===== src/sqb_map.vh =====
// constants and register map of the sequential logic blocks
`ifndef SQB_MAP_VH
`define SQB_MAP_VH

`define SQB_ADDR_CTRL   8'h00
`define SQB_ADDR_HIGH   8'h04
`define SQB_ADDR_LOW    8'h08
`define SQB_ADDR_PULSES 8'h0C
`define SQB_ADDR_PAUSES 8'h10
`define SQB_ADDR_SEQS   8'h14
`define SQB_ADDR_STATUS 8'h18
`define SQB_ADDR_DONE   8'h1C

`define SQB_CTRL_INV_SET   0
`define SQB_CTRL_INV_RST   1
`define SQB_CTRL_INV_J     2
`define SQB_CTRL_INV_K     3
`define SQB_CTRL_INV_JKCLK 4
`define SQB_CTRL_STOP_LO   5
`define SQB_CTRL_STOP_HI   6
`define SQB_CTRL_W         7

`define SQB_STOP_NOW   2'h0
`define SQB_STOP_CYCLE 2'h1
`define SQB_STOP_SEQ   2'h2
`define SQB_STOP_ALL   2'h3

`define SQB_CTRL_RST   7'h00
`define SQB_DUR_RST    16'h0004
`define SQB_CNT_RST    16'h0000

`define SQB_CLK_KHZ    40000
`define SQB_LOGIC_MS   4

`endif


===== src/sqb_logic.v =====
// sequential logic blocks: toggle, memory cell, edge flip-flop, generator
`default_nettype none
`include "sqb_map.vh"

module sqb_logic #(
	parameter LOGIC_MS    = `SQB_LOGIC_MS,
	parameter TICK_CYCLES = `SQB_LOGIC_MS * `SQB_CLK_KHZ
) (
	input  wire        clk,
	input  wire        reset,
	input  wire        clkEn,
	input  wire [7:0]  addr,
	input  wire [31:0] wrData,
	input  wire        wrStb,
	input  wire        rdStb,
	output reg  [31:0] rdData,
	input  wire        togIn,
	input  wire        togReset,
	input  wire        cellSet,
	input  wire        cellReset,
	input  wire        jkSet,
	input  wire        jkClear,
	input  wire        jkClock,
	input  wire        genEnable,
	output reg         togQ,
	output reg         togQn,
	output reg         cellQ,
	output reg         cellQn,
	output reg         jkQ,
	output reg         jkQn,
	output reg         genClk,
	output reg         genReady
);

	localparam NIN = 8;
	localparam [1:0] ST_IDLE  = 2'h0;
	localparam [1:0] ST_HIGH  = 2'h1;
	localparam [1:0] ST_LOW   = 2'h2;
	localparam [1:0] ST_PAUSE = 2'h3;
	localparam [17:0] STEP_MS = LOGIC_MS[17:0];

	// input bit order in the sampled vector
	localparam I_TOG  = 0;
	localparam I_TRST = 1;
	localparam I_SET  = 2;
	localparam I_RST  = 3;
	localparam I_J    = 4;
	localparam I_K    = 5;
	localparam I_CLK  = 6;
	localparam I_EN   = 7;

	reg  [31:0]          tickCnt;
	reg                  tick;
	reg  [NIN-1:0]       syncA;
	reg  [NIN-1:0]       syncB;
	reg  [NIN-1:0]       prevIn;
	reg  [`SQB_CTRL_W-1:0] ctrl;
	reg  [15:0]          highMs;
	reg  [15:0]          lowMs;
	reg  [15:0]          pulses;
	reg  [15:0]          pauses;
	reg  [15:0]          seqs;
	reg  [1:0]           state;
	reg  [17:0]          elapsed;
	reg  [15:0]          pulseNum;
	reg  [15:0]          pauseNum;
	reg  [15:0]          seqNum;
	reg                  stopPend;
	reg  [15:0]          doneCnt;

	wire [NIN-1:0] cur;
	wire [1:0]     stopMode;
	wire           endlessCycle;
	wire           endlessSeq;
	wire [17:0]    nextElapsed;
	wire [17:0]    periodMs;
	wire           highDone;
	wire           lowDone;
	wire           pauseDone;
	wire           lastPulse;
	wire           lastPause;
	wire           lastSeq;
	wire           jkClkEdge;
	wire           enRise;
	wire           enFall;
	wire           stopAfterSeq;

	function rising;
		input now;
		input prior;
		begin
			rising = now & ~prior;
		end
	endfunction

	function reachedMs;
		input [17:0] spent;
		input [17:0] target;
		begin
			reachedMs = (spent >= target);
		end
	endfunction

	// invert selected inputs before evaluation
	// inversion of the set, reset, J, K and flip-flop clock inputs
	assign cur = syncB ^ {1'b0,
		ctrl[`SQB_CTRL_INV_JKCLK], ctrl[`SQB_CTRL_INV_K],
		ctrl[`SQB_CTRL_INV_J], ctrl[`SQB_CTRL_INV_RST],
		ctrl[`SQB_CTRL_INV_SET], 2'b00};
	assign stopMode = ctrl[`SQB_CTRL_STOP_HI:`SQB_CTRL_STOP_LO];
	assign endlessCycle = (pulses == `SQB_CNT_RST);
	assign endlessSeq   = !endlessCycle && (seqs == `SQB_CNT_RST);

	// phase ends on whole logic cycles
	assign nextElapsed = elapsed + STEP_MS;
	assign periodMs    = {2'b00, highMs} + {2'b00, lowMs};
	assign highDone    = reachedMs(nextElapsed, {2'b00, highMs});
	assign lowDone     = reachedMs(nextElapsed, {2'b00, lowMs});
	assign pauseDone   = reachedMs(nextElapsed, periodMs);
	assign lastPulse = (pulseNum + 16'h0001 == pulses);
	assign lastPause = (pauseNum + 16'h0001 >= pauses);
	assign lastSeq   = !endlessSeq && (seqNum + 16'h0001 == seqs);
	assign jkClkEdge = rising(cur[I_CLK], prevIn[I_CLK]);
	assign enRise    = rising(cur[I_EN], prevIn[I_EN]);
	assign enFall    = rising(prevIn[I_EN], cur[I_EN]);

	assign stopAfterSeq = stopPend &&
		(stopMode == `SQB_STOP_SEQ || stopMode == `SQB_STOP_CYCLE ||
		(stopMode == `SQB_STOP_ALL && endlessSeq));

	// logic cycle timebase
	// one evaluation per logic cycle
	always @(posedge clk or posedge reset) begin
		if (reset) begin
			tickCnt <= 32'h00000000;
			tick    <= 1'b0;
		end else if (clkEn) begin
			if (tickCnt == TICK_CYCLES - 1) begin
				tickCnt <= 32'h00000000;
				tick    <= 1'b1;
			end else begin
				tickCnt <= tickCnt + 32'h00000001;
				tick    <= 1'b0;
			end
		end
	end

	// pin synchroniser
	always @(posedge clk or posedge reset) begin
		if (reset) begin
			syncA <= {NIN{1'b0}};
			syncB <= {NIN{1'b0}};
		end else if (clkEn) begin
			syncA <= {genEnable, jkClock, jkClear, jkSet,
				cellReset, cellSet, togReset, togIn};
			syncB <= syncA;
		end
	end

	// register writes
	always @(posedge clk or posedge reset) begin
		if (reset) begin
			ctrl   <= `SQB_CTRL_RST;
			highMs <= `SQB_DUR_RST;
			lowMs  <= `SQB_DUR_RST;
			pulses <= `SQB_CNT_RST;
			pauses <= `SQB_CNT_RST;
			seqs   <= `SQB_CNT_RST;
		end else if (clkEn && wrStb) begin
			case (addr)
				`SQB_ADDR_CTRL: begin
					ctrl <= wrData[`SQB_CTRL_W-1:0];
				end
				// durations clamped to 4 ms minimum
				`SQB_ADDR_HIGH: begin
					highMs <= (wrData[15:0] < `SQB_DUR_RST) ?
						`SQB_DUR_RST : wrData[15:0];
				end
				`SQB_ADDR_LOW: begin
					lowMs <= (wrData[15:0] < `SQB_DUR_RST) ?
						`SQB_DUR_RST : wrData[15:0];
				end
				`SQB_ADDR_PULSES: begin
					pulses <= wrData[15:0];
				end
				`SQB_ADDR_PAUSES: begin
					pauses <= wrData[15:0];
				end
				`SQB_ADDR_SEQS: begin
					seqs <= wrData[15:0];
				end
				default: begin
					ctrl <= ctrl;
				end
			endcase
		end
	end

	// register reads, data in the following cycle
	always @(posedge clk or posedge reset) begin
		if (reset) begin
			rdData <= 32'h00000000;
		end else if (clkEn) begin
			if (rdStb) begin
				case (addr)
					`SQB_ADDR_CTRL:   rdData <= {25'h0, ctrl};
					`SQB_ADDR_HIGH:   rdData <= {16'h0, highMs};
					`SQB_ADDR_LOW:    rdData <= {16'h0, lowMs};
					`SQB_ADDR_PULSES: rdData <= {16'h0, pulses};
					`SQB_ADDR_PAUSES: rdData <= {16'h0, pauses};
					`SQB_ADDR_SEQS:   rdData <= {16'h0, seqs};
					`SQB_ADDR_STATUS: rdData <= {16'h0, seqNum[7:0],
						stopPend, state, genClk, jkQ, cellQ, togQ,
						tick};
					`SQB_ADDR_DONE:   rdData <= {16'h0, doneCnt};
					default:          rdData <= 32'h00000000;
				endcase
			end else begin
				rdData <= 32'h00000000;
			end
		end
	end

	// toggle, memory cell and edge flip-flop
	// outputs start low, complements high
	always @(posedge clk or posedge reset) begin
		if (reset) begin
			prevIn <= {NIN{1'b0}};
			togQ   <= 1'b0;
			togQn  <= 1'b1;
			cellQ  <= 1'b0;
			cellQn <= 1'b1;
			jkQ    <= 1'b0;
			jkQn   <= 1'b1;
		end else if (clkEn && tick) begin
			prevIn <= cur;
			if (cur[I_TRST]) begin
				togQ  <= 1'b0;
				togQn <= 1'b1;
			end else if (rising(cur[I_TOG], prevIn[I_TOG])) begin
				togQ  <= ~togQ;
				togQn <= togQ;
			end
			if (cur[I_RST]) begin
				cellQ  <= 1'b0;
				cellQn <= 1'b1;
			end else if (cur[I_SET]) begin
				cellQ  <= 1'b1;
				cellQn <= 1'b0;
			end
			if (jkClkEdge) begin
				case ({cur[I_J], cur[I_K]})
					2'b10: begin
						jkQ  <= 1'b1;
						jkQn <= 1'b0;
					end
					2'b01: begin
						jkQ  <= 1'b0;
						jkQn <= 1'b1;
					end
					2'b11: begin
						jkQ  <= ~jkQ;
						jkQn <= jkQ;
					end
					default: begin
						jkQ  <= jkQ;
						jkQn <= jkQn;
					end
				endcase
			end
		end
	end

	// pulse generator
	always @(posedge clk or posedge reset) begin
		if (reset) begin
			state    <= ST_IDLE;
			elapsed  <= 18'h00000;
			pulseNum <= 16'h0000;
			pauseNum <= 16'h0000;
			seqNum   <= 16'h0000;
			stopPend <= 1'b0;
			genClk   <= 1'b0;
			genReady <= 1'b0;
			doneCnt  <= 16'h0000;
		end else if (clkEn && tick) begin
			genReady <= 1'b0;
			if (state != ST_IDLE && enFall) begin
				stopPend <= 1'b1;
			end
			case (state)
				ST_IDLE: begin
					genClk   <= 1'b0;
					stopPend <= 1'b0;
					if (enRise) begin
						state    <= ST_HIGH;
						genClk   <= 1'b1;
						elapsed  <= 18'h00000;
						pulseNum <= 16'h0000;
						pauseNum <= 16'h0000;
						seqNum   <= 16'h0000;
					end
				end
				ST_HIGH: begin
					elapsed <= nextElapsed;
					if (highDone) begin
						state   <= ST_LOW;
						genClk  <= 1'b0;
						elapsed <= 18'h00000;
					end
				end
				ST_LOW: begin
					elapsed <= nextElapsed;
					if (lowDone) begin
						elapsed  <= 18'h00000;
						pulseNum <= pulseNum + 16'h0001;
						if ((stopPend || enFall) &&
							(stopMode == `SQB_STOP_CYCLE ||
							endlessCycle)) begin
							state    <= ST_IDLE;
							genReady <= 1'b1;
						end else if (endlessCycle) begin
							state  <= ST_HIGH;
							genClk <= 1'b1;
						end else if (!lastPulse) begin
							state  <= ST_HIGH;
							genClk <= 1'b1;
						end else if (pauses != `SQB_CNT_RST) begin
							state    <= ST_PAUSE;
							pauseNum <= 16'h0000;
						end else if (lastSeq || stopAfterSeq) begin
							state    <= ST_IDLE;
							genReady <= 1'b1;
						end else begin
							state    <= ST_HIGH;
							genClk   <= 1'b1;
							pulseNum <= 16'h0000;
							seqNum   <= seqNum + 16'h0001;
						end
					end
				end
				ST_PAUSE: begin
					elapsed <= nextElapsed;
					if (pauseDone) begin
						elapsed  <= 18'h00000;
						pauseNum <= pauseNum + 16'h0001;
						if (!lastPause) begin
							state <= ST_PAUSE;
						end else if (lastSeq || stopAfterSeq) begin
							state    <= ST_IDLE;
							genReady <= 1'b1;
						end else begin
							state    <= ST_HIGH;
							genClk   <= 1'b1;
							pulseNum <= 16'h0000;
							seqNum   <= seqNum + 16'h0001;
						end
					end
				end
				default: begin
					state <= ST_IDLE;
				end
			endcase
			if (state != ST_IDLE && !cur[I_EN] &&
				stopMode == `SQB_STOP_NOW) begin
				state    <= ST_IDLE;
				genClk   <= 1'b0;
				genReady <= 1'b1;
			end
			// tally of finished generations
			if (genReady) begin
				doneCnt <= doneCnt + 16'h0001;
			end
		end
	end

endmodule // sqb_logic
`default_nettype wire


===== config.mk =====
export PLATFORM = sky130hd
export DESIGN_NAME = sqb_logic
export DESIGN_NICKNAME = d
export VERILOG_FILES = /design/src/sqb_logic.v
export VERILOG_INCLUDE_DIRS = /design/src /design/src/src
export SDC_FILE = /design/constraint.sdc
export NUM_CORES = 1
export LEC_CHECK = 0
export BUFFER_PORTS_ARGS = -buffer_cell sky130_fd_sc_hd__buf_2
export CAP_MARGIN = 0
export CORE_ASPECT_RATIO = 1.4
export CORE_UTILIZATION = 35
export CTS_BUF_LIST = sky130_fd_sc_hd__clkbuf_4
export DETAILED_ROUTE_END_ITERATION = 12
export GPL_ROUTABILITY_DRIVEN = 0
export PLACE_DENSITY = 0.58
export SLEW_MARGIN = 40
export SYNTH_ARGS = -nofsm -noshare
export SYNTH_HDL_FRONTEND = slang
export SYNTH_SLANG_ARGS = --single-unit

===== constraint.sdc =====
create_clock -name clk -period 7.3 [get_ports clk]
set_clock_uncertainty 0.1 [all_clocks]
set_input_delay 0.73 -clock clk [delete_from_list [all_inputs] [get_ports clk]]
set_output_delay 0.73 -clock clk [all_outputs]
set_load 0.01 [all_outputs]

==> impl_results.md <==
- Sequential Power Share: 0.496
- Worst skew pair latency: about 790 ps
- Sw Pwr: ~800 uW
- Maximum fanout along the worst path: 23
- Tot GR Track Use: 0.2081
- Final WS setup: between 1000 and 1500 ps
- Number of global-route vias before repair: about 13000
- Critical path cell sequence: ha_1 > a21o_1 > a21oi_1 > nor2b_1 > o21a_1 > o311ai_0 > a31oi_1 > a21o_1 > a21oi_1 > xor2_1 > ha_1 > nand3_1 > o21ai_0 > a31oi_1 > nor4b_1 > or3_1 > a211o_4 > a21oi_4 > mux2_2
- Tcrit/Tclk final: 0.8628
- Syn Area/Cell: roughly 9.9 sq um
- Dpl hpwl: between 30 and 40 mm
- Synth Register Bits: between 200 and 250
- CP Capture Type: register
- Synth area leader: dfrtp_1
- Final ANT Viol Nets: 0
- Hold Buf Count CTS: 1
- Top cells by area, synth: dfrtp_1 39%, mux2_2 7.3%, ha_1 6.8%, xnor2_1 4.6%, xor2_1 3.0%
- Class of the worst hold path: input port to register
- Total gr overflow: 0
- Crit-path leading delay family: compound AO/OA/AOI/OAI gates
- First-pass GRT wire length: just over 70 mm
- Sink Count: between 200 and 250
- Share of the yosys chip area belonging to registers: 0.4014
- Root Driver: clkbuf_4
- Crit Path Category: register to register
- Register area: between 0.006 and 0.007 sq mm
- Final Setup Violations: 0
- Max VDD drop: ~0.00010 V
- Io pins: 93
- Sum Neg Setup Slack: 0 ps
- Via/cell ratio: approximately 5.7
- Cell Pwr Density: between 150 and 200 mW/mm^2
- Asr flop ratio synth: 1.000
- Cts bufs inserted: 69
- Vias: between 10000 and 15000
- Mapped Cells: 1557
- # DRC: 0
- Peak Freq: 158.8 MHz
- Crit path max-delay cell type: o311ai_0
- Syn Std Cell Area: roughly 0.015 sq mm
- Dpl cells: 2116
- Final Hold Fails: 0
- Netlist cell types: 80
- Commonest non-fill, non-tap cells in the layout: 241 x dfrtp_1, 114 x nand2_1, 99 x mux2_2
- R2R Setup Slk: roughly 1000 ps
- Largest register by flop count: tickCnt
- Least-Margin Pin Slew: approximately 850 ps
- FILL cells: ~4400
- DRT iter0 DRCs: 791
- Die X-Extent: approximately 180 um
- CTS resizes: 0
- Clock power frac: 0.422
- Finished Layout Cells: 2234
- Startpoint types: register
- Average wire per standard cell: 20.25 um
- Clk slew on worst S/H paths: 60 ps
- Largest net degree at the start of global routing: 149
- Nets: around 1800
- Largest stage delay on the critical path: around 630 ps
- Yosys top cell area share: 0.3928
- Die Ht: between 200 and 250 um
- Comb pwr share: 0.082
- PortBufs: 60
- Postcts setup bufs: 0
- Layout overhead on the synthesized area: 10.90%
- YS warnings: 0
- Relative slew slack: 0.4335
- Max reg flops: 32
- Area of the multi-input gates: between 0.008 and 0.009 sq mm
- Starting Density: 0.3560
- Worst EP required: 7810 ps
- Final WL: approximately 45 mm
- Max_cap viols: 0
- H-tree levels: 3
- Row cnt: 90
- Full die area: about 0.045 sq mm
- Post-layout min period: ~6300 ps
- Proportion of layout cells with a drive suffix above 1: 0.1887
- EDFF count, synth: 0
- Synth Flop Type: dfrtp_1
- Arr. time, crit path: 6810 ps
- Maximum clock insertion buffer count: 3
- Outcome: finished clean
- First-pass DRT Iterations: 5
- Slew Limit Fails: 0
- Most common cell after layout, fill and taps aside: dfrtp_1
- RSZ-0062 raised after global routing: no
- Initial antenna violation count: 1
- Worst Path Buf+Inv: 0
- Setup WS pre-CTS: 1114 ps
- Int Pwr: about 2100 uW
- Hold_ws: roughly 110 ps
- Switching Fraction: 0.2769
- Leak: just under 0.008 uW
- CTS tree: done
- Placeable core region: about 0.043 sq mm
## final timing paths
check                          start           end  cells after the start
min                          jkClear      syncA[5]                      2
min in group asynchronous      reset   elapsed[14]                      3
max reg2reg                highMs[1]   pauseNum[1]                     19
max in group asynchronous      reset  pulseNum[10]                      5
max                        highMs[1]   pauseNum[1]                     19
min reg2reg                     jkQn          jkQn                      2
## power by group through the flow
| stage | Clock (uW) | Sequential, uW | Combinational [uW] |
|---|---|---|---|
| floorplan | 0 | 1460 | 169 |
| global placement | 0 | 1480 | 231 |
| detailed placement | 0 | 1480 | 238 |
| CTS | 1280 | 1450 | 240 |
| global route | 1360 | 1460 | 267 |
| finish | 1230 | 1450 | 239 |
## logic make-up after synthesis
| family | count (synthesis) | share of synthesized area |
|---|---|---|
| AOI/OAI and AO/OA | 333 | 0.1552 |
| xor gates and xnor gates | 132 | 0.07530 |
| adders and majority gates | 85 | 0.06976 |
| buffers and inverters | 167 | 0.04824 |
| DFF | 246 | 0.4014 |
| muxes | 119 | 0.08565 |
| other | 1 | 0.0002442 |
| and+or+nand+nor | 474 | 0.1643 |
## final cells by class
cell class	count	share of cell area
diodes	2	0.0002939
repair buffers	80	0.03013
clock buffers	92	0.04056
inverters	81	0.01815
well taps	552	0.04056
flip-flops and latches	246	0.3619
clock inverters	22	0.006981
multi-input cells	1159	0.5014
## Yosys cell counts, types with 4 or more instances
library cell	n
a31oi_1	28
xnor2_1	80
or3_1	12
a221o_1	4
a222oi_1	9
a211oi_1	7
o41ai_1	4
a21o_1	52
nor3_1	30
nor4_1	32
nand4_1	34
mux2_2	99
o21a_1	5
buf_4	20
clkbuf_1	48
nor2b_1	8
inv_1	79
o211ai_1	7
ha_1	84
and2_1	10
buf_2	12
nand3b_1	4
dfstp_2	5
a22oi_1	32
xor2_1	52
dfrtp_1	241
a21oi_1	62
nor3b_1	5
or4_1	18
and4_1	10
nand2_1	117
and3_1	26
o31ai_1	9
a221oi_1	7
a22o_1	20
nand2b_1	5
o2111ai_1	6
o21ai_0	44
nand3_1	79
nor2_1	64
o311a_1	4
mux2i_1	20
or2_2	7
## metrics by stage
| stage | util | instance area [sq um] | power [uW] |
|---|---|---|---|
| finish | 0.3948 | 17030 | 2928 |
| detailed placement | 0.3746 | 16160 | 1716 |
| floorplan | - | 15410 | 1630 |
| global route | 0.3948 | 17030 | 3084 |
| CTS | 0.3936 | 16980 | 2975 |
| global placement | 0.3735 | 16110 | 1707 |
## metal layers
| layer | part of all wire | track usage | wire, um |
|---|---|---|---|
| met3 | 0.045 | 0.03169 | 2056 |
| met2 | 0.51 | 0.3575 | 23020 |
| met4 | 0.049 | 0.1194 | 2238 |
| met5 | 0 | 0 | 0 |
| met1 | 0.40 | 0.2422 | 17920 |
(Power assumes the default switching activity.)
